$ cat config.mk
export PLATFORM = sky130hd
export DESIGN_NAME = sync_line_core
export DESIGN_NICKNAME = d
export VERILOG_FILES = /design/src/shared/sync_line_pkg.sv /design/src/shared/char_lane_if.sv /design/src/core/sync_line_core.sv /design/src/core/rx_char_shifter.sv /design/src/core/tx_char_shifter.sv
export SDC_FILE = /design/constraint.sdc
export NUM_CORES = 1
export LEC_CHECK = 0
export BUFFER_PORTS_ARGS = -buffer_cell sky130_fd_sc_hd__buf_4
export CAP_MARGIN = 0
export CORE_ASPECT_RATIO = 0.7
export CORE_MARGIN = 2
export CORE_UTILIZATION = 55
export CTS_BUF_LIST = sky130_fd_sc_hd__clkbuf_2 sky130_fd_sc_hd__clkbuf_4 sky130_fd_sc_hd__clkbuf_8
export CTS_CLUSTER_SIZE = 24
export DETAILED_ROUTE_END_ITERATION = 10
export PLACE_DENSITY = 0.83
export SLEW_MARGIN = 20
export SYNTH_ARGS = -nofsm -noshare
export SYNTH_HDL_FRONTEND = slang
export SYNTH_SLANG_ARGS = --single-unit
$ cat constraint.sdc
create_clock -name clk_i -period 6.4 [get_ports clk_i]
set_input_delay 1.28 -clock clk_i [delete_from_list [all_inputs] [get_ports clk_i]]
set_output_delay 1.28 -clock clk_i [all_outputs]
set_load 0.01 [all_outputs]
$ cat src/shared/sync_line_pkg.sv
// Constants, field positions and shared helpers for one synchronous line.
// Assumes a single 250 MHz clock and registers reached by channel-program strobes.
//
// Summary of operation
// RQ1: Each channel sees eight line registers; control, status, configuration exist once per line.
// RQ2: Configuration bits 0-1 size received characters; short characters right-justified, upper zero.
// RQ3: First received serial bit goes to the top bit of the character field.
// RQ4: Control register writes from either channel steer both receiver and transmitter at once.
// RQ5: Channel program loads control register from line control table byte 20.
// RQ6: Receiver hunts for alignment using its sync-pattern register, customarily 16 hex.
// RQ7: Software sets unused upper sync-pattern bits to one for short characters.
// RQ8: Software computes sync-pattern parity, placed at top of configured length.
// RQ9: For parity-checked reception the sync pattern already carries correct parity.
// RQ10: Five-bit characters never carry parity, receive or transmit.
// RQ11: Shared status register shows data set state, readable by main memory program.
// RQ12: Enabled, unmasked status change copies the whole status register to the table.
// RQ13: Configuration register writes from either channel affect both channels.
// RQ14: Parity and check-code fields of the configuration byte are ignored.
// RQ15: Transmit upper unused bits are zero; character right-justified, upper bits never sent.
// RQ16: Parity position arrives zero; correct parity is inserted on load into transmit data.
// RQ17: Generated parity sits at top of configured length and is transmitted.
// RQ18: Transmitter sends the top bit of the character first.
// RQ19: Fill pattern is sent when idle and on transmit underrun, customarily 16 hex.
// RQ20: Software sets unused upper fill-pattern bits to one for short characters.
// RQ21: Software preloads correct parity into the fill pattern when parity is generated.
// RQ22: Service request on new received character and on empty transmit data register.
// RQ23: On receive-on rising, compare after every bit; no request until sync match.
// RQ24: Fill, sync and configuration registers hold until rewritten and apply continuously.
package sync_line_pkg;

  localparam int CLK_HZ       = 250_000_000;
  localparam int FIXED_BIT_HZ = 19_200;
  localparam int FIXED_DIV    = CLK_HZ / FIXED_BIT_HZ;

  // ****************************************
  // Line register numbers
  // ****************************************
  localparam logic [2:0] LR_DATA    = 3'h1;
  localparam logic [2:0] LR_CTRL    = 3'h2;
  localparam logic [2:0] LR_PATTERN = 3'h4;
  localparam logic [2:0] LR_STATUS  = 3'h5;
  localparam logic [2:0] LR_CONFIG  = 3'h6;

  // ****************************************
  // Field positions
  // ****************************************
  localparam int CTL_DTR    = 0;
  localparam int CTL_RTS    = 1;
  localparam int CTL_SPEED  = 3;
  localparam int CTL_DIRECT = 4;
  localparam int CTL_LOOP   = 5;
  localparam int CTL_RX_ON  = 6;
  localparam int CTL_TX_ON  = 7;
  localparam int ST_DSR     = 0;
  localparam int ST_CTS     = 1;
  localparam int ST_DCD     = 2;
  localparam int ST_RING    = 3;
  localparam int CFG_LEN_LO = 0;
  localparam int CFG_LEN_HI = 1;

  // ****************************************
  // Reset values and line constants
  // ****************************************
  localparam logic [7:0] CTRL_RST    = 8'h00;
  localparam logic [7:0] PATTERN_RST = 8'h16;
  localparam logic [7:0] CONFIG_RST  = 8'h03;
  localparam logic       MARK        = 1'b1;
  localparam logic [1:0] LEN_FIVE    = 2'h0;

  // Bits per character: code 0..3 gives 5..8
  function automatic logic [3:0] char_bits(input logic [1:0] code);
    char_bits = 4'h5 + {2'h0, code};
  endfunction : char_bits

  function automatic logic [7:0] len_mask(input logic [1:0] code);
    len_mask = 8'hFF >> (2'h3 - code);
  endfunction : len_mask

endpackage : sync_line_pkg

$ cat src/shared/char_lane_if.sv
// Carrier between the line core and one character shifter.
// Assumes the core drives bit ticks already qualified by the channel enable.
`timescale 1ns/100ps
interface char_lane_if;
  logic       tick;
  logic [1:0] len_code;
  logic [7:0] pattern;
  logic       hunt;
  logic       bit_val;
  logic [7:0] word;
  logic       strobe;

  modport rx_shift (input tick, len_code, pattern, hunt, bit_val, output word, strobe);
  modport tx_shift (input tick, len_code, pattern, hunt, word, output bit_val, strobe);
endinterface : char_lane_if

$ cat src/core/sync_line_core.sv
// One synchronous line: shared and per-channel line registers, clocking, requests.
// Assumes channel-program strobes are one clock wide and on clk_i; pins are asynchronous.
`timescale 1ns/100ps
module sync_line_core #(
  parameter int FIX_DIV = sync_line_pkg::FIXED_DIV
) (
  input  wire logic       clk_i,
  input  wire logic       rst_i,
  input  wire logic       cp_tx_sel_i,
  input  wire logic [2:0] cp_addr_i,
  input  wire logic       cp_wr_i,
  input  wire logic       cp_rd_i,
  input  wire logic [7:0] cp_wdata_i,
  output logic      [7:0] cp_rdata_o,
  input  wire logic       tx_parity_en_i,
  input  wire logic       tx_parity_odd_i,
  output logic            rx_req_o,
  output logic            tx_req_o,
  output logic      [7:0] dss_data_o,
  input  wire logic       copy_en_i,
  input  wire logic [7:0] copy_mask_i,
  output logic            status_copy_o,
  output logic      [7:0] status_copy_data_o,
  input  wire logic       rxd_i,
  input  wire logic       rxc_i,
  input  wire logic       txc_i,
  input  wire logic       cts_i,
  input  wire logic       dsr_i,
  input  wire logic       dcd_i,
  input  wire logic       ri_i,
  output logic            txd_o,
  output logic            dtr_o,
  output logic            rts_o,
  output logic            speed_sel_o
);
  localparam int DIV_W = $clog2(FIX_DIV + 1);
  localparam int P_RXD = 0;
  localparam int P_RXC = 1;
  localparam int P_TXC = 2;
  localparam int P_CTS = 3;
  localparam int P_DSR = 4;
  localparam int P_DCD = 5;
  localparam int P_RI  = 6;

  typedef struct packed {
    logic [6:0]       pin_s1;
    logic [6:0]       pin_s2;
    logic             rxc_old;
    logic             txc_old;
    logic [DIV_W-1:0] div_cnt;
    logic             fix_tick;
    logic [7:0]       ctrl;
    logic [7:0]       sync_pat;
    logic [7:0]       fill_pat;
    logic [7:0]       cfg;
    logic [7:0]       status;
    logic [7:0]       rx_data;
    logic [7:0]       tx_data;
    logic             rx_full;
    logic             tx_empty;
    logic             hunt;
    logic [7:0]       rdata;
    logic             copy_pulse;
    logic [7:0]       copy_data;
  } core_state_t;

  core_state_t st_reg;
  core_state_t st_next;

  char_lane_if rx_lane ();
  char_lane_if tx_lane ();

  logic internal_clk;
  logic rx_tick;
  logic tx_tick;
  logic loop_on;

  // ****************************************
  // Bit clock selection
  // ****************************************
  // Direct connect and loop-back both run from the fixed-rate divider
  assign loop_on      = st_reg.ctrl[sync_line_pkg::CTL_LOOP];
  assign internal_clk = st_reg.ctrl[sync_line_pkg::CTL_DIRECT] | loop_on;
  assign rx_tick = st_reg.ctrl[sync_line_pkg::CTL_RX_ON] &
                   (internal_clk ? st_reg.fix_tick
                                 : (st_reg.pin_s2[P_RXC] & ~st_reg.rxc_old));
  assign tx_tick = st_reg.ctrl[sync_line_pkg::CTL_TX_ON] &
                   (internal_clk ? st_reg.fix_tick
                                 : (~st_reg.pin_s2[P_TXC] & st_reg.txc_old));

  // ****************************************
  // Lanes to the shifters
  // ****************************************
  assign rx_lane.tick     = rx_tick;
  assign rx_lane.len_code = st_reg.cfg[sync_line_pkg::CFG_LEN_HI:sync_line_pkg::CFG_LEN_LO];
  assign rx_lane.pattern  = st_reg.sync_pat;
  assign rx_lane.hunt     = st_reg.hunt;
  // Loop-back feeds the transmitter's bit straight into the receiver
  assign rx_lane.bit_val  = loop_on ? tx_lane.bit_val : st_reg.pin_s2[P_RXD];
  assign tx_lane.tick     = tx_tick;
  assign tx_lane.len_code = rx_lane.len_code;  // [RQ13] [RQ14]
  assign tx_lane.pattern  = st_reg.fill_pat;
  assign tx_lane.hunt     = ~st_reg.tx_empty;
  assign tx_lane.word     = st_reg.tx_data;

  rx_char_shifter u_rx (
    .clk_i (clk_i),
    .rst_i (rst_i),
    .lane  (rx_lane.rx_shift)
  );

  tx_char_shifter u_tx (
    .clk_i (clk_i),
    .rst_i (rst_i),
    .lane  (tx_lane.tx_shift)
  );

  // ****************************************
  // Next state
  // ****************************************
  always_comb begin
    logic       wr_ctrl;
    logic       recv;
    logic       send;
    logic [7:0] mask;
    logic [7:0] low_mask;
    logic [7:0] tx_word;
    logic [7:0] status_now;
    logic [1:0] len_code;
    logic       parity;
    st_next    = st_reg;
    len_code   = rx_lane.len_code;
    mask       = sync_line_pkg::len_mask(len_code);
    low_mask   = mask >> 1;
    wr_ctrl    = cp_wr_i & (cp_addr_i == sync_line_pkg::LR_CTRL);
    recv       = cp_rd_i & ~cp_tx_sel_i & (cp_addr_i == sync_line_pkg::LR_DATA);
    send       = cp_wr_i & cp_tx_sel_i & (cp_addr_i == sync_line_pkg::LR_DATA);
    tx_word    = cp_wdata_i & mask;  // [RQ15]
    parity     = ^(tx_word & low_mask) ^ tx_parity_odd_i;
    status_now = 8'h00;

    // Pin synchronisers and edge history
    st_next.pin_s1  = {ri_i, dcd_i, dsr_i, cts_i, txc_i, rxc_i, rxd_i};
    st_next.pin_s2  = st_reg.pin_s1;
    st_next.rxc_old = st_reg.pin_s2[P_RXC];
    st_next.txc_old = st_reg.pin_s2[P_TXC];

    // Fixed-rate bit enable
    st_next.fix_tick = 1'b0;
    if (st_reg.div_cnt == DIV_W'(FIX_DIV - 1)) begin
      st_next.div_cnt  = '0;
      st_next.fix_tick = 1'b1;
    end else begin
      st_next.div_cnt = st_reg.div_cnt + DIV_W'(1);
    end

    // Register writes; one copy of control and configuration for both channels
    if (wr_ctrl) begin
      st_next.ctrl = cp_wdata_i;  // [RQ4]
    end
    if (cp_wr_i && cp_addr_i == sync_line_pkg::LR_CONFIG) begin
      st_next.cfg = cp_wdata_i;  // [RQ1] [RQ13]
    end
    if (cp_wr_i && cp_addr_i == sync_line_pkg::LR_PATTERN) begin
      if (cp_tx_sel_i) begin
        st_next.fill_pat = cp_wdata_i;  // [RQ24]
      end else begin
        st_next.sync_pat = cp_wdata_i;  // [RQ24]
      end
    end
    if (send) begin
      st_next.tx_data = tx_word;
      // No parity slot exists in five-bit mode
      if (tx_parity_en_i && len_code != sync_line_pkg::LEN_FIVE) begin  // [RQ10] [RQ16]
        st_next.tx_data = tx_word | (mask & ~low_mask & {8{parity}});  // [RQ17]
      end
    end

    // Receive-on rising edge restarts the search
    if (wr_ctrl && cp_wdata_i[sync_line_pkg::CTL_RX_ON] &&
        !st_reg.ctrl[sync_line_pkg::CTL_RX_ON]) begin
      st_next.hunt = 1'b1;  // [RQ23]
    end else if (rx_lane.strobe) begin
      st_next.hunt = 1'b0;
    end

    // Set wins over clear on both request flags
    if (rx_lane.strobe) begin
      st_next.rx_data = rx_lane.word;  // [RQ2]
    end
    st_next.rx_full  = rx_lane.strobe | (st_reg.rx_full & ~recv);  // [RQ22]
    st_next.tx_empty = tx_lane.strobe | (st_reg.tx_empty & ~send);  // [RQ22]

    // Status and change copy
    status_now[sync_line_pkg::ST_DSR]  = st_reg.pin_s2[P_DSR];
    status_now[sync_line_pkg::ST_CTS]  = st_reg.pin_s2[P_CTS];
    status_now[sync_line_pkg::ST_DCD]  = st_reg.pin_s2[P_DCD];
    status_now[sync_line_pkg::ST_RING] = st_reg.pin_s2[P_RI];
    st_next.status     = status_now;  // [RQ11]
    st_next.copy_pulse = copy_en_i & |((status_now ^ st_reg.status) & copy_mask_i);  // [RQ12]
    if (st_next.copy_pulse) begin
      st_next.copy_data = status_now;  // [RQ12]
    end

    // Channel-program reads
    if (cp_rd_i) begin
      case (cp_addr_i)
        sync_line_pkg::LR_DATA:    st_next.rdata = cp_tx_sel_i ? 8'h00 : st_reg.rx_data;
        sync_line_pkg::LR_CTRL:    st_next.rdata = st_reg.ctrl;
        sync_line_pkg::LR_PATTERN: st_next.rdata = cp_tx_sel_i ? st_reg.fill_pat
                                                               : st_reg.sync_pat;
        sync_line_pkg::LR_STATUS:  st_next.rdata = st_reg.status;
        sync_line_pkg::LR_CONFIG:  st_next.rdata = st_reg.cfg;
        default:                   st_next.rdata = 8'h00;
      endcase
    end
  end

  always_ff @(posedge clk_i) begin
    if (rst_i) begin
      st_reg          <= '0;
      st_reg.ctrl     <= sync_line_pkg::CTRL_RST;
      st_reg.sync_pat <= sync_line_pkg::PATTERN_RST;
      st_reg.fill_pat <= sync_line_pkg::PATTERN_RST;
      st_reg.cfg      <= sync_line_pkg::CONFIG_RST;
      st_reg.tx_empty <= 1'b1;
    end else begin
      st_reg <= st_next;
    end
  end

  // ****************************************
  // Outputs
  // ****************************************
  assign cp_rdata_o         = st_reg.rdata;
  assign dss_data_o         = st_reg.status;  // [RQ11]
  assign status_copy_o      = st_reg.copy_pulse;
  assign status_copy_data_o = st_reg.copy_data;
  // Receive request stays off during the hunt; transmit request stays off without the transmit permissions
  assign rx_req_o = st_reg.rx_full & ~st_reg.hunt &
                    st_reg.ctrl[sync_line_pkg::CTL_RX_ON];  // [RQ22] [RQ23]
  assign tx_req_o = st_reg.tx_empty & st_reg.ctrl[sync_line_pkg::CTL_TX_ON] &
                    st_reg.ctrl[sync_line_pkg::CTL_RTS] &
                    st_reg.status[sync_line_pkg::ST_CTS];  // [RQ22]
  // Line held at mark while off or looped back
  assign txd_o = (loop_on | ~st_reg.ctrl[sync_line_pkg::CTL_TX_ON]) ? sync_line_pkg::MARK
                                                                    : tx_lane.bit_val;
  assign dtr_o       = st_reg.ctrl[sync_line_pkg::CTL_DTR];
  assign rts_o       = st_reg.ctrl[sync_line_pkg::CTL_RTS];
  assign speed_sel_o = st_reg.ctrl[sync_line_pkg::CTL_SPEED];
endmodule : sync_line_core

$ cat src/core/rx_char_shifter.sv
// Receive shift buffer: sync hunt and character assembly.
// Assumes one tick per received bit; hunt is held by the core until it sees strobe.
`timescale 1ns/100ps
module rx_char_shifter (
  input  wire logic  clk_i,
  input  wire logic  rst_i,
  char_lane_if.rx_shift lane
);
  typedef struct packed {
    logic [7:0] shift;
    logic [3:0] count;
    logic [7:0] word;
    logic       strobe;
  } rx_state_t;

  rx_state_t st_reg;
  rx_state_t st_next;

  always_comb begin
    logic [7:0] mask;
    logic [7:0] shifted;
    mask    = sync_line_pkg::len_mask(lane.len_code);
    shifted = {st_reg.shift[6:0], lane.bit_val};  // [RQ3]
    st_next = st_reg;
    st_next.strobe = 1'b0;
    if (lane.tick) begin
      st_next.shift = shifted;
      if (lane.hunt) begin
        st_next.count = 4'h0;
        // Upper pattern bits are masked, so loose fill bits cannot block a match
        if ((shifted & mask) == (lane.pattern & mask)) begin  // [RQ6] [RQ23]
          st_next.word   = shifted & mask;
          st_next.strobe = 1'b1;
        end
      end else if (st_reg.count + 4'h1 == sync_line_pkg::char_bits(lane.len_code)) begin
        st_next.count  = 4'h0;
        st_next.word   = shifted & mask;  // [RQ2]
        st_next.strobe = 1'b1;
      end else begin
        st_next.count = st_reg.count + 4'h1;
      end
    end
  end

  always_ff @(posedge clk_i) begin
    if (rst_i) begin
      st_reg <= '0;
    end else begin
      st_reg <= st_next;
    end
  end

  assign lane.word   = st_reg.word;
  assign lane.strobe = st_reg.strobe;
endmodule : rx_char_shifter

$ cat src/core/tx_char_shifter.sv
// Transmit shift buffer: loads a character or the fill pattern per character slot.
// Assumes hunt means the transmit data register holds a character.
`timescale 1ns/100ps
module tx_char_shifter (
  input  wire logic  clk_i,
  input  wire logic  rst_i,
  char_lane_if.tx_shift lane
);
  typedef struct packed {
    logic [7:0] shift;
    logic [3:0] left;
    logic       bit_val;
    logic       strobe;
  } tx_state_t;

  tx_state_t st_reg;
  tx_state_t st_next;

  always_comb begin
    logic [7:0] src;
    logic [3:0] bits;
    logic [7:0] aligned;
    bits    = sync_line_pkg::char_bits(lane.len_code);
    // Underrun and idle both fall back to the fill pattern
    src     = lane.hunt ? lane.word : lane.pattern;  // [RQ19] [RQ24]
    aligned = (src & sync_line_pkg::len_mask(lane.len_code)) << (4'h8 - bits);  // [RQ15]
    st_next = st_reg;
    st_next.strobe = 1'b0;
    if (lane.tick) begin
      if (st_reg.left == 4'h0) begin
        st_next.bit_val = aligned[7];  // [RQ18] [RQ17]
        st_next.shift   = {aligned[6:0], 1'b0};
        st_next.left    = bits - 4'h1;
        st_next.strobe  = lane.hunt;
      end else begin
        st_next.bit_val = st_reg.shift[7];
        st_next.shift   = {st_reg.shift[6:0], 1'b0};
        st_next.left    = st_reg.left - 4'h1;
      end
    end
  end

  always_ff @(posedge clk_i) begin
    if (rst_i) begin
      st_reg         <= '0;
      st_reg.bit_val <= sync_line_pkg::MARK;
    end else begin
      st_reg <= st_next;
    end
  end

  assign lane.bit_val = st_reg.bit_val;
  assign lane.strobe  = st_reg.strobe;
endmodule : tx_char_shifter

**Word level (Yosys, flattened, before mapping)**

Cells that the tools add are included.

- Shifts and indexed selects: 2
- Bitwise gates (word level): 44
- Add/sub/neg operators: 7
- Eq/ne operators: 9
- Reductions and logical operators: 18
- Muxes and demuxes: 17

Operator list:

| operator | count |
|---|---|
| $and A8 B8 Y8 | 7 |
| $pmux W8 S5 | 1 |
| $mux W8 | 4 |
| $mux W13 | 2 |
| $mux W9 | 2 |
| $and A1 B1 Y1 | 17 |
| $add A14 B1 Y14 const B | 1 |
| $eq A14 B14 Y1 const B | 1 |
| $not A1 Y1 | 11 |
| $eq A3 B3 Y1 const B | 3 |
| $and A8 B7 Y8 | 1 |
| $eq A8 B8 Y1 | 1 |
| $not A7 Y8 | 1 |
| $or A8 B8 Y8 | 1 |
| $reduce_or A8 Y1 | 1 |
| $reduce_xor A8 Y1 | 1 |
| $shl A8 B4 Y8 | 1 |
| $shr A8 B2 Y8 const A | 1 |
| $sub A4 B1 Y4 const B | 2 |
| $xor A4 B8 Y8 | 1 |
| $mux W1 | 7 |
| $reduce_bool A2 Y1 | 3 |
| $logic_and A1 B1 Y1 | 5 |
| $add A3 B2 Y4 const A | 1 |
| 16 further kinds | 21 |

- Register bits after elaboration: 137
- Logic and storage cells: 125
- Input bits: 34
- Output and inout port bits: 31

**Longest topological paths before layout**

- Depth after elaboration: 9
- Depth in mapped cells: 12
- Gate-level depth less buffers: 10

**Modules after synthesis**

From an unflattened synthesis, not the netlist that was laid out.

- Cells, all modules: 716
- Area total of the unflattened synthesis: 6,495.0 µm²

By module, submodules not included:

| module | seq. area each (µm²) | times used | cells each | area each (µm²) |
|---|---|---|---|---|
| sync_line_core | 1,981.9 | 1 | 479 | 4,336.7 |
| rx_char_shifter | 400.4 | 1 | 123 | 1,118.6 |
| tx_char_shifter | 260.2 | 1 | 114 | 1,039.7 |

**Worst setup path after synthesis**

Ideal clock, no wire load.

- Kind: in2reg
- Start point: input port cp_addr_i[2]
- End point: register st_reg, in the netlist tx_lane.word[0]
- Setup time: 128 ps
- Arrival time: 2,334 ps
- Data required time: 6,272 ps
- Cell stages on the path: 5
- Path buffers: 2
- Setup slack: 3,938 ps
- Cell sequence: buf_2 -> nor3_1 -> buf_4 -> mux2i_1 -> nor2_1

- Word-level cells in the longest chain between the ends: 2

Ends and longest elaborated chain:

| element | RTL line | RTL |
|---|---|---|
| from (decl) | sync_line_core.sv:10 | `input wire logic [2:0] cp_addr_i,` |
| $eq A3 B1 Y1 | sync_line_core.sv:137 | `send = cp_wr_i & cp_tx_sel_i & (cp_addr_i == sync_line_pkg::LR_DATA);` |
| $and A1 B1 Y1 | sync_line_core.sv:137 |  |
| to (signal assigned) | sync_line_core.sv:228 | `st_reg <= st_next;` |
| to (decl) | sync_line_core.sv:67 | `core_state_t st_reg;` |

No other way between the ends.
A chain may end at the register's enable or synchronous reset.

**Worst setup path after layout**

- Start point: register st_reg, in the netlist rx_lane.len_code[0]
- End point: register u_tx.st_reg[4] (netlist name)

- Word-level cells in the longest chain between the ends: 3

Ends and longest elaborated chain:

| element | RTL line | RTL |
|---|---|---|
| $add A3 B2 Y4 | sync_line_pkg.sv:72 | `char_bits = 4'h5 + {2'h0, code};` |
| $sub A4 B1 Y4 | tx_char_shifter.sv:33 | `st_next.left = bits - 4'h1;` |
| $mux W13 | tx_char_shifter.sv:30 | `if (st_reg.left == 4'h0) begin` |
| to (signal assigned) | tx_char_shifter.sv:48 | `st_reg <= st_next;` |
| to (decl) | tx_char_shifter.sv:16 | `tx_state_t st_reg;` |

No other way between the ends.

==> impl_metrics.csv <==
group,metric,value,unit
synthesis,yosys.area_share.simple,0.2065,
drt,routedWlPerCell,16.95,microns
worst_setup_path,reg2reg_to,"u_tx.st_reg[4]",
drt,via_per_inst,5.743,
synthesis,yosys_warnings,0,
worst_setup_path,reg2reg_from,"rx_lane.len_code[0]",
sta,slew_violations,0,
sta,period_needed,3.047,ns
sta,final-hold-violation-count,0,
synthesis,ys_types,66,
pwr,vdd_ir_drop_max,166.9,uV
grt,grt-ovfl-total,0,
synthesis,syn_inst,693,
synthesis,synth-xor-area-share,0.05495,
synthesis,synthTopCellsByArea,"dfxtp_1, mux2i_1, nor2_1",
clock_network,cts_root_buffer,"clkbuf_8",
placed_design,port_buffers,52,
clock_network,clkLatencyLatePin,0.45,ns
die,floorplan.initialDensity,0.5687,
finish,num-fill-cells,889,
die,num_rows,32,
status,outcome,"finished, final reports clean",
placed_design,gp_congestion,0.9150,
finish,final_cell_area,7033,sq um
drt,routed-via-count,5042,
synthesis,synth_top_flop_cell,"dfxtp_1",
flow_run,maxCapViolations,0,
clock_network,clock_sinks,132,
worst_setup_path,ff2ff_path_depth,10,
synthesis,synth_compound_area_frac,0.1262,
synthesis,ys_seq_area_frac,0.4190,
worst_setup_path,path_cells,"inv_2 > ha_1 > inv_1 > nor4_1 > nor2_1 > ha_1 > nand3b_1 > o21ai_0 > a22oi_1 > nor2_1",
sta,tightest_slew,0.9553,ns
synthesis,synth_top_area_share,0.4190,
finish,largest_reg_flops,38,
sta,fmaxAchievable,0.3282,GHz
worst_setup_path,start_kind,"register",
placed_design,dp.final_hpwl,10460,microns
hold_path,min_delay_path_depth,1,
synthesis,synth-seq-cells,132,
worst_setup_path,critPathKind,"reg2reg",
worst_setup_path,cp.arrival,3.36,ns
pwr,leakagePower,2.735,nW
clock_network,h-tree-depth,4,
synthesis,synthArstFlopShare,0,
pwr,power_density,256.8,nW/um^2
sta,clock-skew-final,0.01045,ns
synthesis,muxShareOfSynthArea,0.1077,
worst_setup_path,rrSetupSlack,3.35,ns
synthesis,synth_top_family_by_area,"simple AND/OR/NAND/NOR gates",
sta,rsz0062_at_grt,"false",
grt,grt_use_total,0.2471,
clock_network,cts_max_path_buffers,2,
die,fp.coreArea,11090,sq um
sta,setup_violations,0,
clock_network,cts_hold_buf,0,
hold_path,hold_path.class,"reg2reg",
hold_path,holdPathEnd,"st_next[91]",
finish,layout-drive-gt1-share,0.1586,
synthesis,avgSynthCellArea,9.101,sq um
pwr,power,0.001806,W
worst_setup_path,worst-path-max-fanout,13,
worst_setup_path,cp_slowest_cell,"dfxtp_1",
clock_network,cts_tree,"done",
drt,postRouteAntennaNets,0,
finish,area_delta_synth_final,11.51,%
sta,finalCritPeriodShare,0.4761,
finish,num_antenna_cells,0,
hold_path,hold_start,"st_next[95]",
grt,grt_pass1_wl,23820,microns
worst_setup_path,critPathCaptureType,"register",
worst_setup_path,cp.required,6.72,ns
worst_setup_path,max_stage_delay,0.76,ns
synthesis,synth_edf_count,0,
placed_design,postPlaceCellArea,6570,sq um
drt,drtIter0Drc,512,
sta,slew_headroom,0.3631,
synthesis,synth_fa_ha_area_frac,0.01785,
die,die_w,132.0,microns
drt,routed_wl,14880,microns
clock_network,postCtsResizedCells,0,
grt,grt_antenna_before_repair,0,
drt,firstDrtPassIters,7,
drt,drc_errors,0,
sta,timing.setup.tns,0,ns
die,num_io_pins,65,
clock_network,post_cts_buffers,0,
clock_network,clk_pin_slew,0.08,ns
die,die-area,12350,sq um
finish,nNetsFinal,755,
synthesis,syn_area,6307,sq um
grt,grt_max_degree,76,
die,die_h,93.60,microns
synthesis,synth_top_area_cell,"dfxtp_1",
clock_network,numCtsBuffers,17,
grt,first_global_vias,4692,
## synth_stat cells, types with 3 or more instances
library cell  number
dfxtp_1          132
nor2_1            80
nand2_1           68
mux2i_1           47
nor2b_1           39
a21oi_1           32
buf_4             28
xor2_1            27
clkbuf_1          20
o21ai_0           16
inv_1             14
nand2b_1          14
nand3_1           14
buf_2             12
a22oi_1           10
xnor2_1           10
ha_1               9
mux2_2             8
a211o_1            7
nand3b_1           7
nand4_1            7
nor3_1             7
a211oi_1           6
nor4_1             5
o32ai_1            5
a22o_1             4
and2_1             4
a32oi_1            3
and3_1             3
mux4_2             3
nor3b_1            3
o211ai_1           3
## worst max-delay path: cells and delay by family, from the launching register on
| kind | cells | cell delay [ns] |
|---|---|---|
| compound gates | 2 | 0.27 |
| fa+ha+maj | 2 | 0.88 |
| buf+inv | 2 | 0.55 |
| flops | 1 | 0.76 |
| simple gates | 4 | 0.45 |
## worst max-delay path by stage
| stage | start | endpoint | slack [ns] | cells after the start |
|---|---|---|---|---|
| after floorplan | cp_addr_i[2] | tx_lane.word[0] | 3.94 | 5 |
| after detailed placement | rx_lane.len_code[0] | u_tx.st_reg[4] | 3.41 | 10 |
| after global placement | rst_i | cp_rdata_o[2] | 3.54 | 4 |
| final | rx_lane.len_code[0] | u_tx.st_reg[4] | 3.35 | 10 |
| after CTS | rx_lane.len_code[0] | u_tx.st_reg[4] | 3.38 | 10 |
| after global routing | rx_lane.len_code[0] | u_tx.st_reg[4] | 3.14 | 10 |
## kinds of logic (layout without fill, tap and decap cells)
family | Yosys count | after routing
AO/OA/AOI/OAI | 112 | 112
XOR/XNOR | 38 | 38
adder cells (fa/ha/maj) | 9 | 9
buffers and inverters | 77 | 102
flip-flops | 132 | 132
multiplexers | 62 | 62
other | 1 | 8
AND/OR/NAND/NOR | 262 | 262
## per-layer routing
layer | share of wire | vias up | wire, microns | GRT usage
li1 | - | 2404 | - | -
met1 | 0.44 | 2371 | 6590 | 0.3355
met2 | 0.45 | 241 | 6676 | 0.3863
met3 | 0.093 | 26 | 1378 | 0.05908
met4 | 0.016 | 0 | 233 | 0.08696
met5 | 0 | - | 0 | 0
## power breakdown
part           total [W]  internal [W]  switching [W]
clock network   0.000817      0.000467       0.000350
logic           0.000142     0.0000602      0.0000818
registers       0.000847      0.000834      0.0000133
## layout make-up
type,instances,area (sq um),share of cell area
Multi-Input combinational cell,491,3267,0.4645
Clock buffer,17,234.0,0.03327
Inverter,15,56.30,0.008006
Clock inverter,15,229.0,0.03256
Timing Repair Buffer,55,412.9,0.05871
Tap cell,153,191.4,0.02722
Sequential cell,132,2643,0.3757
## layout by cell type (no fill, tap or decap), drive strengths merged, types with 5 or more instances in the layout
| master | Yosys | routed |
|---|---|---|
| dfxtp | 132 | 132 |
| nor2 | 81 | 81 |
| nand2 | 68 | 68 |
| buf | 42 | 55 |
| mux2i | 48 | 48 |
| nor2b | 39 | 39 |
| a21oi | 33 | 33 |
| xor2 | 27 | 27 |
| o21ai | 18 | 18 |
| inv | 15 | 18 |
| clkbuf | 20 | 17 |
| nand3 | 14 | 14 |
| nand2b | 14 | 14 |
| mux2 | 11 | 11 |
| a22oi | 10 | 10 |
| xnor2 | 10 | 10 |
| ha | 9 | 9 |
| conb | 1 | 8 |
| nor3 | 7 | 7 |
| nand4 | 7 | 7 |
| nand3b | 7 | 7 |
| a211o | 7 | 7 |
| a211oi | 6 | 6 |
| nor4 | 5 | 5 |
| o32ai | 5 | 5 |
| bufinv | 0 | 5 |
## per-stage QoR
| stage | worst slack [ns] | hold WS, ns | utilization | std cells |
|---|---|---|---|---|
| floorplan | 3.938 | 0.3988 | - | 700 |
| global placement | 3.540 | 0.4090 | 0.5924 | 846 |
| detailed placement | 3.412 | 0.4218 | 0.5924 | 846 |
| CTS | 3.381 | 0.4404 | 0.6341 | 878 |
| global route | 3.140 | 0.4536 | 0.6341 | 878 |
| finish | 3.353 | 0.4376 | 0.6341 | 878 |
No activity file was read; power rests on OpenSTA's default activity.
